$ cat src/shared/cbt_map.svh
`ifndef CBT_MAP_SVH
`define CBT_MAP_SVH

// register indices; the byte address is four times the index
`define CBT_IDX_IE        16'hff96
`define CBT_IDX_INTS      16'hff98
`define CBT_IDX_BRP       16'hff9a
`define CBT_IDX_BTR       16'hff9c
`define CBT_IDX_CTRL      16'hff9e

// enable register write layout
`define CBT_IE_SET_LSB    8
`define CBT_IE_CLR_LSB    0
`define CBT_NUM_SRC       6

// status bit positions
`define CBT_EV_TX_DONE    0
`define CBT_EV_RX_VALID   1
`define CBT_EV_ERR_STATE  2
`define CBT_EV_PROTO_ERR  3
`define CBT_EV_ARB_LOSS   4
`define CBT_EV_WAKEUP     5

// bit timing register layout
`define CBT_BTR_SEG1_LSB  0
`define CBT_BTR_SEG2_LSB  8
`define CBT_BTR_SJW_LSB   12

// control register layout
`define CBT_CTRL_INIT     0
`define CBT_CTRL_PH_LSB   4

// reset values
`define CBT_RST_IE        6'h00
`define CBT_RST_INTS      6'h00
`define CBT_RST_BRP       8'hff
`define CBT_RST_SEG1      4'hf
`define CBT_RST_SEG2      3'h7
`define CBT_RST_SJW       2'h3
`define CBT_RST_INIT      1'b1

`endif

$ cat src/shared/cbt_pkg.sv
package cbt_pkg;

    typedef enum logic [3:0] {
        CBT_PH_IDLE = 4'b0001,
        CBT_PH_SYNC = 4'b0010,
        CBT_PH_SEG1 = 4'b0100,
        CBT_PH_SEG2 = 4'b1000
    } cbt_phase_type;

    typedef struct packed {
        logic [7:0] count;
        logic       tick;
    } cbt_div_state_type;

    typedef struct packed {
        logic [5:0]    ie;
        logic [5:0]    ints;
        logic [7:0]    brp;
        logic [3:0]    seg1;
        logic [2:0]    seg2;
        logic [1:0]    sjw;
        logic          init;
        cbt_phase_type phase;
        logic [3:0]    tq_cnt;
        logic          sample;
        logic          bit_start;
        logic          tq_out;
        logic          irq;
        logic          pready;
        logic          pslverr;
        logic [31:0]   prdata;
    } cbt_state_type;

endpackage : cbt_pkg

$ cat src/verilog/cbt_qdiv.sv
`timescale 1ns/1ns
`default_nettype none

// time quantum divider: one enable pulse every (divider + 1) module clocks
module cbt_qdiv (
    // clock and reset
    input  wire logic       clock,
    input  wire logic       nrst,
    // control
    input  wire logic       run,
    input  wire logic [7:0] quantum_divider,
    // quantum enable
    output logic            quantum_clock
);

    cbt_pkg::cbt_div_state_type state_ff;
    cbt_pkg::cbt_div_state_type nxt_state;

    always_comb begin
        nxt_state = state_ff;
        nxt_state.tick = 1'b0;
        if (!run) begin
            // restart aligned so the first quantum after leaving init is full length
            nxt_state.count = quantum_divider;
        end else if (state_ff.count == 8'h00) begin
            nxt_state.count = quantum_divider;
            nxt_state.tick  = 1'b1;
        end else begin
            nxt_state.count = state_ff.count - 8'h01;
        end
    end

    always_ff @(posedge clock or negedge nrst) begin
        if (!nrst) begin
            state_ff <= '{count: 8'hff, tick: 1'b0};
        end else begin
            state_ff <= nxt_state;
        end
    end

    assign quantum_clock = state_ff.tick;

endmodule : cbt_qdiv

`default_nettype wire

$ cat src/verilog/cbt_top.sv
// Functional notes
// - enable bit sets on set=1/clear=0, clears on set=0/clear=1, else holds
// - set controls at write bits 8..13, clear controls at bits 0..5
// - each enable bit gates the interrupt of its matching status bit
// - enable register is 16 bits and resets to zero
// - status bit reads 1 while its source event is pending
// - status bits: 5 wakeup, 4 arb loss, 3 proto err, 2 err state, 1 rx, 0 tx
// - wakeup status set only by bus wakeup, never by software sleep release
// - writing 1 to a status position clears it, 0 leaves it
// - status bits never clear by themselves; software clears them
// - status register is 16 bits and resets to zero
// - quantum clock is module clock divided by prescaler plus one, default 256
// - prescaler is writable only in initialization mode
// - jump width field gives value plus one quanta, default 4
// - second segment field gives value plus one quanta, default 8
// - first segment field gives value plus one quanta, default 16, zero prohibited
// - one quantum is one quantum clock period; fields set the bit length
`timescale 1ns/1ns
`default_nettype none

`include "cbt_map.svh"

module cbt_top (
    // clock and reset
    input  wire logic        clock,
    input  wire logic        nrst,
    // apb slave
    input  wire logic        psel,
    input  wire logic        penable,
    input  wire logic        pwrite,
    input  wire logic [17:0] paddr,
    input  wire logic [31:0] pwdata,
    input  wire logic [3:0]  pstrb,
    output logic [31:0]      prdata,
    output logic             pready,
    output logic             pslverr,
    // interrupt event pulses from the protocol engine
    input  wire logic        ev_tx_done,
    input  wire logic        ev_rx_valid,
    input  wire logic        ev_err_state,
    input  wire logic        ev_proto_err,
    input  wire logic        ev_arb_loss,
    input  wire logic        ev_bus_wakeup,
    // interrupt
    output logic             irq,
    // bit timing to the protocol engine
    output logic             quantum_clock,
    output logic             sample_point,
    output logic             bit_start,
    output logic [1:0]       resync_jump_width
);

    ////////////////////////////////////////////////////////////////////////////
    // state

    cbt_pkg::cbt_state_type state_ff;
    cbt_pkg::cbt_state_type nxt_state;

    logic        tq_tick;
    logic [5:0]  ev_vec;
    logic [5:0]  ie_next;
    logic [15:0] wr_mask;
    logic [15:0] wdata;
    logic [15:0] idx;
    logic        setup;
    logic        wr_en;
    logic        hit_ie;
    logic        hit_ints;
    logic        hit_brp;
    logic        hit_btr;
    logic        hit_ctrl;

    ////////////////////////////////////////////////////////////////////////////
    // quantum divider

    cbt_qdiv u_qdiv (
        .clock           (clock),
        .nrst            (nrst),
        .run             (~state_ff.init),
        .quantum_divider (state_ff.brp),
        .quantum_clock   (tq_tick)
    );

    ////////////////////////////////////////////////////////////////////////////
    // bus decode

    assign idx      = paddr[17:2];
    assign setup    = psel & ~penable;
    // a write lands only at the completing edge of the access phase
    assign wr_en    = psel & penable & pwrite & state_ff.pready;
    assign wr_mask  = {{8{pstrb[1]}}, {8{pstrb[0]}}};
    assign wdata    = pwdata[15:0] & wr_mask;
    assign hit_ie   = (idx == `CBT_IDX_IE);
    assign hit_ints = (idx == `CBT_IDX_INTS);
    assign hit_brp  = (idx == `CBT_IDX_BRP);
    assign hit_btr  = (idx == `CBT_IDX_BTR);
    assign hit_ctrl = (idx == `CBT_IDX_CTRL);

    // wakeup input is driven only by bus activity, so software release never sets it
    assign ev_vec[`CBT_EV_TX_DONE]   = ev_tx_done;
    assign ev_vec[`CBT_EV_RX_VALID]  = ev_rx_valid;
    assign ev_vec[`CBT_EV_ERR_STATE] = ev_err_state;
    assign ev_vec[`CBT_EV_PROTO_ERR] = ev_proto_err;
    assign ev_vec[`CBT_EV_ARB_LOSS]  = ev_arb_loss;
    assign ev_vec[`CBT_EV_WAKEUP]    = ev_bus_wakeup;

    ////////////////////////////////////////////////////////////////////////////
    // enable bits: set/clear pairs

    genvar gi;
    generate
        for (gi = 0; gi < `CBT_NUM_SRC; gi = gi + 1) begin : g_ie
            logic set_b;
            logic clr_b;
            assign set_b = wdata[`CBT_IE_SET_LSB + gi];
            assign clr_b = wdata[`CBT_IE_CLR_LSB + gi];
            always_comb begin
                ie_next[gi] = state_ff.ie[gi];
                if (wr_en && hit_ie) begin
                    if (set_b && !clr_b) begin
                        ie_next[gi] = 1'b1;
                    end else if (!set_b && clr_b) begin
                        ie_next[gi] = 1'b0;
                    end
                end
            end
        end
    endgenerate

    ////////////////////////////////////////////////////////////////////////////
    // next state

    always_comb begin
        nxt_state           = state_ff;
        nxt_state.sample    = 1'b0;
        nxt_state.bit_start = 1'b0;
        nxt_state.tq_out    = tq_tick;
        nxt_state.ie        = ie_next;

        // status: an event in the clearing cycle survives the clear
        if (wr_en && hit_ints) begin
            nxt_state.ints = state_ff.ints & ~wdata[5:0];
        end
        nxt_state.ints = nxt_state.ints | ev_vec;

        // prescaler locked outside initialization mode
        if (wr_en && hit_brp && state_ff.init && pstrb[0]) begin
            nxt_state.brp = pwdata[7:0];
        end

        // no guard on a zero first segment or short segment with prescaler zero:
        // software keeps those settings out
        if (wr_en && hit_btr) begin
            if (pstrb[0]) begin
                nxt_state.seg1 = pwdata[`CBT_BTR_SEG1_LSB +: 4];
            end
            if (pstrb[1]) begin
                nxt_state.seg2 = pwdata[`CBT_BTR_SEG2_LSB +: 3];
                nxt_state.sjw  = pwdata[`CBT_BTR_SJW_LSB +: 2];
            end
        end

        if (wr_en && hit_ctrl && pstrb[0]) begin
            nxt_state.init = pwdata[`CBT_CTRL_INIT];
        end

        // interrupt line follows registered status and enables
        nxt_state.irq = |(nxt_state.ints & nxt_state.ie);

        // bit timing sequencer
        case (state_ff.phase)
            cbt_pkg::CBT_PH_IDLE: begin
                nxt_state.tq_cnt = 4'h0;
                if (!state_ff.init) begin
                    nxt_state.phase = cbt_pkg::CBT_PH_SYNC;
                end
            end
            cbt_pkg::CBT_PH_SYNC: begin
                if (tq_tick) begin
                    // sync segment is always exactly one quantum
                    nxt_state.phase  = cbt_pkg::CBT_PH_SEG1;
                    nxt_state.tq_cnt = 4'h0;
                end
            end
            cbt_pkg::CBT_PH_SEG1: begin
                if (tq_tick) begin
                    if (state_ff.tq_cnt == state_ff.seg1) begin
                        nxt_state.phase  = cbt_pkg::CBT_PH_SEG2;
                        nxt_state.tq_cnt = 4'h0;
                        nxt_state.sample = 1'b1;
                    end else begin
                        nxt_state.tq_cnt = state_ff.tq_cnt + 4'h1;
                    end
                end
            end
            cbt_pkg::CBT_PH_SEG2: begin
                if (tq_tick) begin
                    if (state_ff.tq_cnt == {1'b0, state_ff.seg2}) begin
                        nxt_state.phase     = cbt_pkg::CBT_PH_SYNC;
                        nxt_state.tq_cnt    = 4'h0;
                        nxt_state.bit_start = 1'b1;
                    end else begin
                        nxt_state.tq_cnt = state_ff.tq_cnt + 4'h1;
                    end
                end
            end
            default: begin
                nxt_state.phase  = cbt_pkg::CBT_PH_IDLE;
                nxt_state.tq_cnt = 4'h0;
            end
        endcase
        // entering init aborts the bit at once
        if (state_ff.init) begin
            nxt_state.phase  = cbt_pkg::CBT_PH_IDLE;
            nxt_state.tq_cnt = 4'h0;
        end

        // apb: read data captured in setup, one wait-free access phase
        nxt_state.pready  = setup;
        nxt_state.pslverr = 1'b0;
        nxt_state.prdata  = 32'h0000_0000;
        if (setup) begin
            nxt_state.pslverr = ~(hit_ie | hit_ints | hit_brp | hit_btr | hit_ctrl);
            if (hit_ie) begin
                nxt_state.prdata[5:0] = state_ff.ie;
            end
            if (hit_ints) begin
                nxt_state.prdata[5:0] = state_ff.ints;
            end
            if (hit_brp) begin
                nxt_state.prdata[7:0] = state_ff.brp;
            end
            if (hit_btr) begin
                nxt_state.prdata[`CBT_BTR_SEG1_LSB +: 4] = state_ff.seg1;
                nxt_state.prdata[`CBT_BTR_SEG2_LSB +: 3] = state_ff.seg2;
                nxt_state.prdata[`CBT_BTR_SJW_LSB +: 2]  = state_ff.sjw;
            end
            if (hit_ctrl) begin
                nxt_state.prdata[`CBT_CTRL_INIT]       = state_ff.init;
                nxt_state.prdata[`CBT_CTRL_PH_LSB +: 4] = state_ff.phase;
            end
        end
    end

    ////////////////////////////////////////////////////////////////////////////
    // registers

    always_ff @(posedge clock or negedge nrst) begin
        if (!nrst) begin
            state_ff.ie        <= `CBT_RST_IE;
            state_ff.ints      <= `CBT_RST_INTS;
            state_ff.brp       <= `CBT_RST_BRP;
            state_ff.seg1      <= `CBT_RST_SEG1;
            state_ff.seg2      <= `CBT_RST_SEG2;
            state_ff.sjw       <= `CBT_RST_SJW;
            state_ff.init      <= `CBT_RST_INIT;
            state_ff.phase     <= cbt_pkg::CBT_PH_IDLE;
            state_ff.tq_cnt    <= 4'h0;
            state_ff.sample    <= 1'b0;
            state_ff.bit_start <= 1'b0;
            state_ff.tq_out    <= 1'b0;
            state_ff.irq       <= 1'b0;
            state_ff.pready    <= 1'b0;
            state_ff.pslverr   <= 1'b0;
            state_ff.prdata    <= 32'h0000_0000;
        end else begin
            state_ff <= nxt_state;
        end
    end

    ////////////////////////////////////////////////////////////////////////////
    // outputs

    assign prdata            = state_ff.prdata;
    assign pready            = state_ff.pready;
    assign pslverr           = state_ff.pslverr;
    assign irq               = state_ff.irq;
    assign quantum_clock     = state_ff.tq_out;
    assign sample_point      = state_ff.sample;
    assign bit_start         = state_ff.bit_start;
    assign resync_jump_width = state_ff.sjw;

endmodule : cbt_top

`default_nettype wire

$ cat config.mk
export PLATFORM = sky130hd
export DESIGN_NAME = cbt_top
export DESIGN_NICKNAME = d
export VERILOG_FILES = /design/src/shared/cbt_pkg.sv /design/src/verilog/cbt_qdiv.sv /design/src/verilog/cbt_top.sv
export VERILOG_INCLUDE_DIRS = /design/src /design/src/shared
export SDC_FILE = /design/constraint.sdc
export NUM_CORES = 1
export LEC_CHECK = 0
export BUFFER_PORTS_ARGS = -buffer_cell sky130_fd_sc_hd__buf_4
export CELL_PAD_IN_SITES_DETAIL_PLACEMENT = 0
export CELL_PAD_IN_SITES_GLOBAL_PLACEMENT = 1
export CORE_UTILIZATION = 38
export DETAILED_ROUTE_END_ITERATION = 10
export GPL_TIMING_DRIVEN = 1
export PLACE_DENSITY_LB_ADDON = 0.15
export SLEW_MARGIN = 20
export SYNTH_ARGS = -nofsm -noshare
export SYNTH_HDL_FRONTEND = slang
export SYNTH_SLANG_ARGS = --single-unit
$ cat constraint.sdc
create_clock -name clock -period 3.75 [get_ports clock]
set_clock_uncertainty 0.2 [all_clocks]
set_input_delay 0.5625 -clock clock [delete_from_list [all_inputs] [get_ports clock]]
set_output_delay 0.5625 -clock clock [all_outputs]
set_load 0.01 [all_outputs]
==> Yosys cells after proc, flatten, opt, wreduce, memory -nomap -nowiden <==
Index checks and enable logic that the tools add are counted.
{ "totals": {"register_bits": 66, "in_bits": 65, "out_inout_bits": 40} }
{ "classes": {"add_sub_neg": 2, "eq_ne": 16, "n_mux": 48, "n_bitwise": 15, "reduce_logical": 38} }
{ "op_table": {"columns": ["op", "count"], "rows": [
  ["16-bit == test (second input constant)", 5],
  ["8-bit two-way mux", 6],
  ["8-bit case mux with 4 select lines", 1],
  ["1-bit two-way mux", 27],
  ["4-bit two-way mux", 6],
  ["1-bit logical AND", 20],
  ["6-bit two-way mux", 3],
  ["14-bit bitwise AND", 1],
  ["6-bit bitwise AND", 2],
  ["1-bit zero test", 12],
  ["11-bit two-way mux", 1],
  ["9-bit two-way mux", 1],
  ["3-bit by 2-bit != test with 1-bit output (second input constant)", 3],
  ["8-bit zero test", 1],
  ["8-bit by 1-bit subtractor with 8-bit output (second input constant)", 1],
  ["3-bit != test (second input constant)", 2],
  ["6-bit inverter", 1],
  ["6-bit OR", 1],
  ["6-bit OR reduction", 1],
  ["5-bit AND reduction", 1],
  ["4-bit by 1-bit adder with 4-bit output (second input constant)", 1],
  ["1-bit bitwise AND", 4],
  ["4-bit by 1-bit == test with 1-bit output (second input constant)", 1],
  ["4-bit by 2-bit == test with 1-bit output (second input constant)", 1],
  ["other kinds (10)", 16]
]} }

==> Longest topological paths before layout <==
Gate-level depths: netlist of the first run.
{ "depth": {"depth_word": 8, "ltp_mapped": 8, "ltp_nobuf": 6} }

==> Cells and area by module <==
Synthesis of the first run repeated with hierarchy kept, for this count alone.
{ "hier_totals": {"cells_unflattened": 342, "hier_area_um2": 3559.7} }
{ "modules_own_cells": {"columns": ["module", "n_inst", "cells_each", "area_each_um2", "seq_area_each_um2"], "rows": [
  ["cbt_top", 1, 293, 3052.9, 1450.1],
  ["cbt_qdiv", 1, 49, 506.7, 235.2]
]} }

==> Worst setup path after synthesis of the first run <==
OpenSTA, ideal clock, no wires.
{ "synth_timing": {"kind": "input port to flip-flop", "start": "in paddr[2]", "end": "reg state_ff[56] (netlist bit)", "t_arrival_ps": 2288, "t_required_ps": 3468, "slack_ps": 1180, "cell_stages": 7, "n_path_buf": 1, "path_cell_list": "nand4b_1 nor4_4 nand2_2 nor3b_4 and4_1 buf_4 mux2_2"} }
{ "synth_between": {"elab_chain_cells": 4} }
{ "synth_rtl": {"columns": ["element", "line_no", "text"], "rows": [
  ["start, declared", "cbt_top.sv:31", "input wire logic [17:0] paddr,"],
  ["16-bit == test (no source line)", null, null],
  ["1-bit logical AND (3 in series)", "cbt_top.sv:147", "if (wr_en && hit_brp && state_ff.init && pstrb[0]) begin"],
  ["end signal, assigned", "cbt_top.sv:267", "state_ff <= nxt_state;"],
  ["end, declared", "cbt_top.sv:56", "cbt_pkg::cbt_state_type state_ff;"]
]} }
Every way passes these cells.
A chain may end at the register's enable or synchronous reset.

==> Final worst setup path of the first run <==
{ "layout_timing": {"start": "in paddr[2]", "end": "reg state_ff[59] (netlist bit)"} }
Same word-level chain as after synthesis.

==> summary.txt, run 1 <==
Power and ir drop
  – Power Density: 372 nW/um^2
  – Register share of total power: 0.520
  – Sw frac: 0.279
  – Comb power frac: 0.130
  – Clk pwr share: 0.350
  – Static Leak: 0.00192 uW
  – VDD IR-drop max: 140 uV
  – Int Pwr: 1090 uW
  – Switching pwr: 421 uW

CTS
  – Worst-Skew Late Latency: 340 ps
  – Setup bufs post-CTS: 0
  – Htree depth: 3
  – CTS clk-pin slew, worst paths: 70 ps
  – CTS tree: done
  – Clock Path Buffers: 2
  – Root Buffer: clkbuf_8
  – Sink Count: 66
  – Resized Gates After CTS: 0
  – Hold Buf Count CTS: 0
  – TritonCTS buffer count: 9

Global route
  – Maximum number of pins on one net before global-route repair: 67
  – First-pass GRT wire length: 13700 um
  – GRT overflow: 0
  – Number of global-route vias before repair: 2645
  – GRT Util Overall: 0.185
  – Initial antenna violation count: 0

Placement
  – Placer Congestion: 0.844
  – Dpl cells: 484
  – Placed cell area: 3890 um^2
  – DP HPWL: 5880 um
  – Pre-CTS WS: 840 ps
  – PortBufs: 63

Die
  – Ports: 105
  – Die H: 98.0 um
  – Die W: 98.0 um
  – Initial Utilization: 0.397
  – Core ar.: 8810 um^2
  – # rows: 34
  – Die area: 9590 um^2

Timing
  – TNS Setup: 0 ps
  – Max-slew violation count: 0
  – RSZ-0062 raised after global routing: false
  – Slew @ Worst Pin: 831 ps
  – Final Setup Violations: 0
  – Worst slew margin: 0.446
  – Final hold slack: 121 ps
  – Fin worst setup slack: 1240 ps
  – Fraction of the cycle the final worst path needs: 0.668
  – Final Hold Fails: 0
  – Final min period: 2510 ps
  – Fmax: 399 MHz

Yosys
  – Register area share after synthesis: 0.482
  – Post-synth ARST share: 1.00
  – Syn Inst Count: 339
  – FF+latch count, synth: 66
  – Synth area leaders: dfrtp_1 28%, dfstp_2 20%, buf_4 7.5%, mux2_2 6.1%, nor2_1 3.6%
  – Count of cell types in the netlist: 53
  – Number of synthesized flops with an enable pin: 0
  – Post-synth top cells: 39 x dfrtp_1, 35 x buf_4, 34 x nor2_1
  – Ys Warns: 0
  – Yosys top cell by area: dfrtp_1
  – Yosys top cell area share: 0.279
  – Top_reg_cell synth: dfrtp_1
  – Syn Area/Cell: 10.3 um^2
  – Synth Cell Area: 3500 um^2
  – Count leader, synth: dfrtp_1

Routing
  – DR iter-0 viols: 114
  – Initial DRT Pass Iterations: 7
  – Post-route ant nets: 0
  – Via-to-Cell Ratio: 5.19
  – DRC Markers: 2
  – Drt total wl: 8110 um
  – Vias: 2593
  – Wirelength per Cell: 16.2 um

Setup path
  – Worst setup SP type: primary input
  – CP endpoint kind: flip-flop
  – Arr. time, crit path: 2570 ps
  – Critical Path RT: 3820 ps
  – Worst-path fanout max: 9
  – WS Path Type: primary input to flip-flop

Min path
  – Worst Hold Class: primary input to asynchronous set/reset pin

Cells and area
  – Layout area overhead: 16.0%
  – Nets: 455
  – Final instance area: 4060 um^2
  – Diodes inserted: 0
  – Post-route insts no fill: 500
  – Share of post-route cells with drive strength above 1: 0.342

Outcome
  – Status: finished, violations left
  – Violated checks: DRC

Flow run
  – Maxcap violations: 0
-- state kept, by name, summed over array words and instances (netlist names) --
| register | count |
|---|---|
| quantum_clock | 1 |
| sample_point | 1 |
| prdata | 13 |
| resync_jump_width | 2 |
| u_qdiv.state_ff | 8 |
| pslverr | 1 |
| pready | 1 |
| bit_start | 1 |
| u_qdiv.quantum_clock | 1 |
| irq | 1 |
| state_ff | 36 |
-- metal layers --
metal	up-vias	part of all wire	GRT usage	wire (um)
li1	1239	-	-	-
met1	1260	0.45	0.242	3660
met2	81	0.49	0.304	3970
met3	13	0.041	0.0258	329
met4	0	0.020	0.0828	159
met5	-	0	0	0
-- area by class of cell --
type / count / area [um^2]
Fill cell: 836 / 4750
Sequential cell: 66 / 1690
Multi-Input combinational cell: 224 / 1490
Timing Repair Buffer: 68 / 510
Clock buffer: 13 / 149
Tap cell: 108 / 135
Inverter: 18 / 67.6
Clock inverter: 3 / 17.5
-- critical path, stage by stage --
cell and delay [ps]:
buf_4 100, nand4b_1 230, nor4_4 300, nand2_2 130, nor3b_4 170, buf_4 190
and4_1 490, mux2_2 390
-- power groups by stage --
stage	Combinational, uW	Sequential, uW	Clock (uW)
finish	196	785	528
global route	225	789	580
CTS	199	785	540
detailed placement	198	798	0
global placement	194	797	0
floorplan	155	760	0
-- cell families (layout without fill, tap and decap cells) --
family,count (synthesis),in the layout,synth area share
buffers and inverters,67,102,0.111
AND/OR/NAND/NOR,101,101,0.163
flip-flops,66,66,0.482
AO/OA/AOI/OAI,65,65,0.129
multiplexers,20,20,0.0640
XOR/XNOR,16,16,0.0401
adder cells (fa/ha/maj),3,3,0.0107
other,1,19,0.00107
-- cells in the final DEF, fill, tap and decap left out, types with 3 or more instances in the layout --
cell type and n:
nand2b_1 6, nor3b_1 3, xnor2_1 4, nand3_1 12
o21ai_0 6, a22oi_1 5, mux2_2 19, conb_1 19
buf_4 68, nor3_1 3, and3_1 6, nand2_1 15
xor2_1 12, dfstp_2 27, nor2_1 34, a31oi_1 9
clkbuf_1 3, a22o_1 5, a21oi_1 17, a21o_1 3
dfrtp_1 39, ha_1 3, a222oi_1 5, clkbuf_8 10
inv_1 18
-- worst paths after layout --
kind	start	to	slack [ps]	depth (start not counted)
hold / removal	nrst	state_ff[38]	120	1
setup / recovery	paddr[2]	state_ff[59]	1240	8
min in group clock	ev_bus_wakeup	state_ff[69]	210	3
setup reg to reg	state_ff[53]	state_ff[44]	1290	6
hold reg to reg	state_ff[56]	u_qdiv.state_ff[1]	310	2
max in group asynchronous	nrst	state_ff[65]	2690	1
-- through the flow --
| step | total power (uW) | utilization |
|---|---|---|
| after global routing | 1590 | 0.461 |
| after global placement | 991 | 0.442 |
| after detailed placement | 996 | 0.442 |
| after floorplan | 916 | - |
| final | 1510 | 0.461 |
| after CTS | 1520 | 0.461 |
(Power assumes the default switching activity.)
==> inputs of run 2 (changes only) <==
--- a/config.mk
+++ b/config.mk
@@ -6,10 +6,11 @@
 export SDC_FILE = /design/constraint.sdc
 export NUM_CORES = 1
 export LEC_CHECK = 0
+export ABC_AREA = 1
 export BUFFER_PORTS_ARGS = -buffer_cell sky130_fd_sc_hd__buf_4
 export CELL_PAD_IN_SITES_DETAIL_PLACEMENT = 0
 export CELL_PAD_IN_SITES_GLOBAL_PLACEMENT = 1
-export CORE_UTILIZATION = 38
+export CORE_UTILIZATION = 34
 export DETAILED_ROUTE_END_ITERATION = 10
 export GPL_TIMING_DRIVEN = 1
 export PLACE_DENSITY_LB_ADDON = 0.15
==> constraint.sdc (replaced) <==
create_clock -name clock -period 2.1 [get_ports clock]
set_clock_uncertainty 0.2 [all_clocks]
set_input_delay 0.315 -clock clock [delete_from_list [all_inputs] [get_ports clock]]
set_output_delay 0.315 -clock clock [all_outputs]
set_load 0.01 [all_outputs]
==> summary.txt, run 2 <==
Power and ir drop
  – Static Leak: 0.00249 uW
  – Register share of total power: 0.409
  – Power Density: 650 nW/um^2
  – Comb power frac: 0.067
  – Sw frac: 0.209
  – Switching pwr: 653 uW
  – VDD IR-drop max: 459 uV
  – Int Pwr: 2470 uW
  – Clk pwr share: 0.525

Routing
  – Routed met1 length: 4190 um
  – DRC Markers: 0
  – Post-route ant nets: 0
  – DR iter-0 viols: 125
  – Metal3 WL: 260 um
  – Vias: 3126
  – Initial DRT Pass Iterations: 6
  – Via-to-Cell Ratio: 4.39
  – Drt total wl: 8960 um
  – Wirelength per Cell: 12.6 um
  – Max layer used: met4
  – Met2 WL: 4430 um

CTS
  – Setup bufs post-CTS: 0
  – Root Buffer: clkbuf_16
  – CTS clk-pin slew, worst paths: 60 ps
  – Htree depth: 3
  – Sink Count: 66
  – Worst-Skew Late Latency: 330 ps
  – Clock Path Buffers: 2
  – Resized Gates After CTS: 0
  – TritonCTS buffer count: 9
  – CTS tree: done

Setup path
  – Reg-to-Reg Start: state_ff[42]
  – Critical Path RT: 2120 ps
  – CP endpoint: irq
  – CP startpoint: penable
  – Slowest cell on crit path: dlygate4sd3_1
  – WP depth: 12
  – Worst path max stage delay: 530 ps
  – Worst setup SP type: primary input
  – CP Cell Sequence: dlygate4sd3_1 > buf_4 > nand2_1 > nor2_4 > buf_4 > nand3_1 > nand2_1 > inv_1 > nand2_1 > nand2_1 > nor2_1 > nand2_1
  – Worst-path fanout max: 9
  – Reg-to-reg endpoint: state_ff[43]
  – Reg2reg setup slack: 270 ps
  – CP endpoint kind: flip-flop
  – Worst path most repeated cell: nand2_1
  – Arr. time, crit path: 2000 ps
  – WS Path Type: primary input to flip-flop
  – WP buf/inv: 4
  – Reg2Reg Depth: 6
  – Cell family with most CP delay: buffers and inverters

Timing
  – Final Hold Fails: 0
  – TNS Setup: 0 ps
  – Fraction of the cycle the final worst path needs: 0.942
  – Fmax: 505 MHz
  – RSZ-0062 raised after global routing: false
  – Max-slew violation count: 0
  – Final min period: 1980 ps
  – Final Setup Violations: 0

Placement
  – Placer Congestion: 0.769
  – Placed cell area: 4370 um^2
  – DP HPWL: 6930 um
  – PortBufs: 63

Cells and area
  – Flip-flop and latch area: 1690 um^2
  – Max FFs per register: 36
  – Biggest register: state_ff
  – Fillers: 1115
  – Diodes inserted: 0
  – Layout area overhead: 23.0%
  – Most frequent cells in the layout: 118 x nand2_1, 78 x inv_1, 67 x buf_4, 45 x nor2_1, 39 x dfrtp_1
  – Regs by FF count: state_ff: 36 flops, prdata: 13 flops, u_qdiv.state_ff: 8 flops
  – Core utilization of the finished layout: 0.436
  – Nets: 635
  – Share of post-route cells with drive strength above 1: 0.255
  – Final instance area: 4810 um^2
  – Area taken by multi-input logic gates: 1670 um^2
  – Most common cell after layout, fill and taps aside: nand2_1

Global route
  – Maximum number of pins on one net before global-route repair: 36
  – First-pass GRT wire length: 14900 um
  – GRT Util Overall: 0.168
  – Initial antenna violation count: 0
  – Number of global-route vias before repair: 2989
  – GRT overflow: 0

Min path
  – Worst Hold Class: primary input to flip-flop

Yosys
  – Top_reg_cell synth: dfrtp_1
  – Synth Cell Area: 3910 um^2
  – FF+latch count, synth: 66
  – Number of synthesized flops with an enable pin: 0
  – Yosys top cell area share: 0.249
  – Syn Area/Cell: 7.81 um^2
  – Yosys top cell by area: dfrtp_1
  – Post-synth top cells: 118 x nand2_1, 78 x inv_1, 45 x nor2_1
  – Synth area leaders: dfrtp_1 25%, dfstp_2 18%, nand2_1 11%, inv_1 7.5%, buf_4 6.7%
  – Count of cell types in the netlist: 39
  – Ys Warns: 0
  – Count leader, synth: nand2_1
  – Register area share after synthesis: 0.431
  – Syn Inst Count: 501
  – Post-synth ARST share: 1.00

Flow run
  – Maxcap violations: 0

Die
  – Core ar.: 11000 um^2
  – Initial Utilization: 0.355
  – # rows: 38
  – Die W: 109 um
  – Ports: 105
  – Die H: 109 um
  – Die area: 11900 um^2

Outcome
  – Status: completed
[run 2: cell count changes after synthesis, moves of 6 or more]
cell	before	now
a31oi_1	9	3
and3_1	6	0
clkbuf_1	11	2
inv_1	18	78
mux2_2	19	0
nand2_1	15	118
nand2b_1	6	0
nand3_1	12	19
nor2_1	34	45
o21ai_0	6	36
o21ai_1	0	6
xor2_1	12	4
[run 2: worst min-delay path by stage]
stage                     depth (start not counted)       start              endpoint  slack (ps)
after floorplan                                   0        nrst             bit_start        -180
after global placement                            1        nrst               pslverr         100
after detailed placement                          1        nrst               pslverr         100
after CTS                                         2  ev_tx_done          state_ff[64]           1
after global routing                              3  pwdata[12]  resync_jump_width[0]        0.08
final                                             2  ev_tx_done          state_ff[64]           9
[run 2: through the flow]
stage / hold slack (ps) / setup slack [ps] / total power [uW] / std cells
after floorplan: -181 / 398 / 1400 / 519
after global placement: 98.2 / 195 / 1490 / 685
after detailed placement: 97.8 / 193 / 1490 / 685
after CTS: 1.39 / 105 / 3180 / 712
after global routing: 0.0763 / 3.38 / 3270 / 712
final: 8.96 / 121 / 3130 / 712
[run 2: power by group through the flow]
stage	combinational, uW	sequential [uW]	clock [uW]
final	208	1280	1640
after global routing	235	1280	1750
after CTS	213	1280	1690
after detailed placement	197	1300	0
after global placement	195	1300	0
after floorplan	101	1300	0
[run 2: final cells by class]
type / instances / area share
Clock buffer: 12 / 0.0533
Clock inverter: 4 / 0.0153
Inverter: 84 / 0.0661
Multi-Input combinational cell: 327 / 0.347
Sequential cell: 66 / 0.350
Tap cell: 140 / 0.0364
Timing Repair Buffer: 79 / 0.132
[run 2: per-layer routing]
| metal | vias to the layer above | global-route usage |
|---|---|---|
| met5 | - | 0 |
| met4 | 0 | 0.0457 |
| met3 | 5 | 0.0448 |
| met2 | 59 | 0.282 |
| met1 | 1423 | 0.211 |
| li1 | 1639 | - |
[run 2: cells by family after synthesis]
| family | synth area share |
|---|---|
| buf+inv | 0.160 |
| fa+ha+maj | 0.0147 |
| xor+xnor | 0.0246 |
| simple gates | 0.267 |
| flops | 0.431 |
| other cells | 0.000958 |
| compound gates | 0.102 |
[run 2: repair_timing]
item	4_1_cts	5_1_grt
endpoints found under the setup margin	0	3
hold endpoints to repair	25	0
hold buffers	11	0
==> inputs of run 3 (changes only) <==
--- a/config.mk
+++ b/config.mk
@@ -6,11 +6,10 @@
 export SDC_FILE = /design/constraint.sdc
 export NUM_CORES = 1
 export LEC_CHECK = 0
-export ABC_AREA = 1
 export BUFFER_PORTS_ARGS = -buffer_cell sky130_fd_sc_hd__buf_4
 export CELL_PAD_IN_SITES_DETAIL_PLACEMENT = 0
 export CELL_PAD_IN_SITES_GLOBAL_PLACEMENT = 1
-export CORE_UTILIZATION = 34
+export CORE_UTILIZATION = 35
 export DETAILED_ROUTE_END_ITERATION = 10
 export GPL_TIMING_DRIVEN = 1
 export PLACE_DENSITY_LB_ADDON = 0.15
==> summary.txt, run 3 (synthesis results as in run 1) <==
CTS
  – Htree depth: 3
  – CTS clk-pin slew, worst paths: 70 ps
  – Sink Count: 66
  – TritonCTS buffer count: 9
  – CTS tree: done
  – Worst-Skew Late Latency: 340 ps
  – Root Buffer: clkbuf_8
  – Clock Path Buffers: 2

Global route
  – GRT Util Overall: 0.178
  – GRT overflow: 0
  – Number of global-route vias before repair: 2720
  – First-pass GRT wire length: 13900 um
  – Maximum number of pins on one net before global-route repair: 44
  – Initial antenna violation count: 0

Timing
  – Final min period: 2040 ps
  – RSZ-0062 raised after global routing: true
  – Fmax: 491 MHz
  – Max-slew violation count: 0
  – Final hold slack: 44.1 ps
  – Worst slew margin: 0.662
  – Fin worst setup slack: 63.6 ps
  – Final Setup Violations: 0
  – Fraction of the cycle the final worst path needs: 0.970
  – Final Hold Fails: 0
  – Slew @ Worst Pin: 507 ps

Cells and area
  – Nets: 504
  – Biggest register: state_ff
  – Max FFs per register: 36
  – Most common cell after layout, fill and taps aside: buf_4
  – Layout area overhead: 31.7%
  – Diodes inserted: 0
  – Share of post-route cells with drive strength above 1: 0.418
  – Regs by FF count: state_ff: 36 flops, prdata: 13 flops, u_qdiv.state_ff: 8 flops
  – Most frequent cells in the layout: 103 x buf_4, 39 x dfrtp_1, 32 x nor2_1, 27 x dfstp_2, 19 x conb_1

Setup path
  – Worst path max stage delay: 400 ps
  – CP startpoint: state_ff[39]
  – Slowest cell on crit path: dfrtp_1
  – Worst-path fanout max: 3
  – WS Path Type: flip-flop to flip-flop
  – Arr. time, crit path: 2060 ps
  – Cell family with most CP delay: simple AND/OR/NAND/NOR gates
  – Worst setup SP type: flip-flop
  – Critical Path RT: 2120 ps
  – Reg-to-Reg Start: state_ff[39]
  – CP endpoint kind: flip-flop
  – Worst path most repeated cell: buf_4
  – CP Cell Sequence: buf_4 > xor2_1 > nor4_1 > buf_4 > nand2_1 > nand2b_1 > o21a_1 > mux2_4
  – WP buf/inv: 2

Die
  – Initial Utilization: 0.360
  – Ports: 105
  – Die W: 102 um
  – Die area: 10400 um^2
  – Core ar.: 9730 um^2
  – Die H: 102 um
  – # rows: 36

Power and ir drop
  – Static Leak: 0.00219 uW
  – VDD IR-drop max: 264 uV
  – Overall power: 2730 uW
  – Power Density: 593 nW/um^2

Min path
  – Worst Hold Class: primary input to flip-flop
  – Worst hold start: pwdata[10]

Flow run
  – Maxcap violations: 0

Outcome
  – Status: finished, violations left
  – Violated checks: DRC

Routing
  – DRC Markers: 2
  – Post-route ant nets: 0
  – Via-to-Cell Ratio: 4.79
  – Vias: 2746
  – DR iter-0 viols: 98
  – Drt total wl: 8560 um
  – Wirelength per Cell: 14.9 um
  – Initial DRT Pass Iterations: 10

Placement
  – Pre-CTS WS: -275 ps
  – PortBufs: 63
  – Placer Congestion: 0.843
  – DP HPWL: 6360 um
run 3: cell types whose count changed in the layout (fill, tap and decap cells not counted), sizes merged, moves of 6 or more:
cell | before | now
o21ai | 44 | 6
inv | 84 | 18
mux2 | 0 | 19
nand2b | 0 | 6
nand3 | 25 | 13
a21oi | 25 | 17
nor2 | 55 | 34
buf | 68 | 106
a31oi | 3 | 9
and3 | 0 | 6
xor2 | 4 | 12
nand2 | 123 | 16
run 3: worst paths after layout:
kind                                      endpoint  slack [ps]  cells past startpoint
worst max-delay path                  state_ff[44]          60                      8
worst min-delay path                  state_ff[51]          40                      2
worst max register to register        state_ff[44]          60                      8
worst min register to register  u_qdiv.state_ff[4]         320                      2
max in group asynchronous       u_qdiv.state_ff[8]         870                      3
min in group asynchronous                prdata[2]         230                      2
run 3: timing repair:
| item | 4_1_cts | 5_1_grt |
|---|---|---|
| gates resized for setup | 3 | 10 |
| endpoints found under the hold margin | 33 | 0 |
| buffers inserted | 2 | 0 |
| setup endpoints to repair | 1 | 13 |
| hold buffers | 11 | 0 |
| pin swaps | 3 | 3 |
run 3: report_power, final:
part	switching (uW)	internal (uW)
Clock	488	452
Combinational	201	192
Sequential	77.2	1320
Total	766	1970
run 3: cell type report:
class                      instances  area, um^2
fill                             944        5120
sequential                        66        1690
multi-input combinational        224        1580
timing repair buffer             117         943
tap                              133         166
clock buffer                      12         145
inverter                          18        67.6
clock inverter                     3        17.5
run 3: per-stage QoR:
stage / util / setup TNS [ps] / area, um^2 / std cells
2_1_floorplan: - / -1820 / 3610 / 357
3_3_place_gp: 0.439 / -3020 / 4270 / 545
3_5_place_dp: 0.439 / -4020 / 4270 / 545
4_1_cts: 0.469 / 0 / 4570 / 573
5_1_grt: 0.474 / -32.0 / 4610 / 573
6_report: 0.474 / 0 / 4610 / 573
run 3: routing by layer:
layer  up-vias  GRT usage  routed length (um)
li1       1334          -                   -
met3        11     0.0301                 357
met2        79      0.288                4060
met4         0     0.0813                 157
met5         -          0                   0
met1      1322      0.234                3990
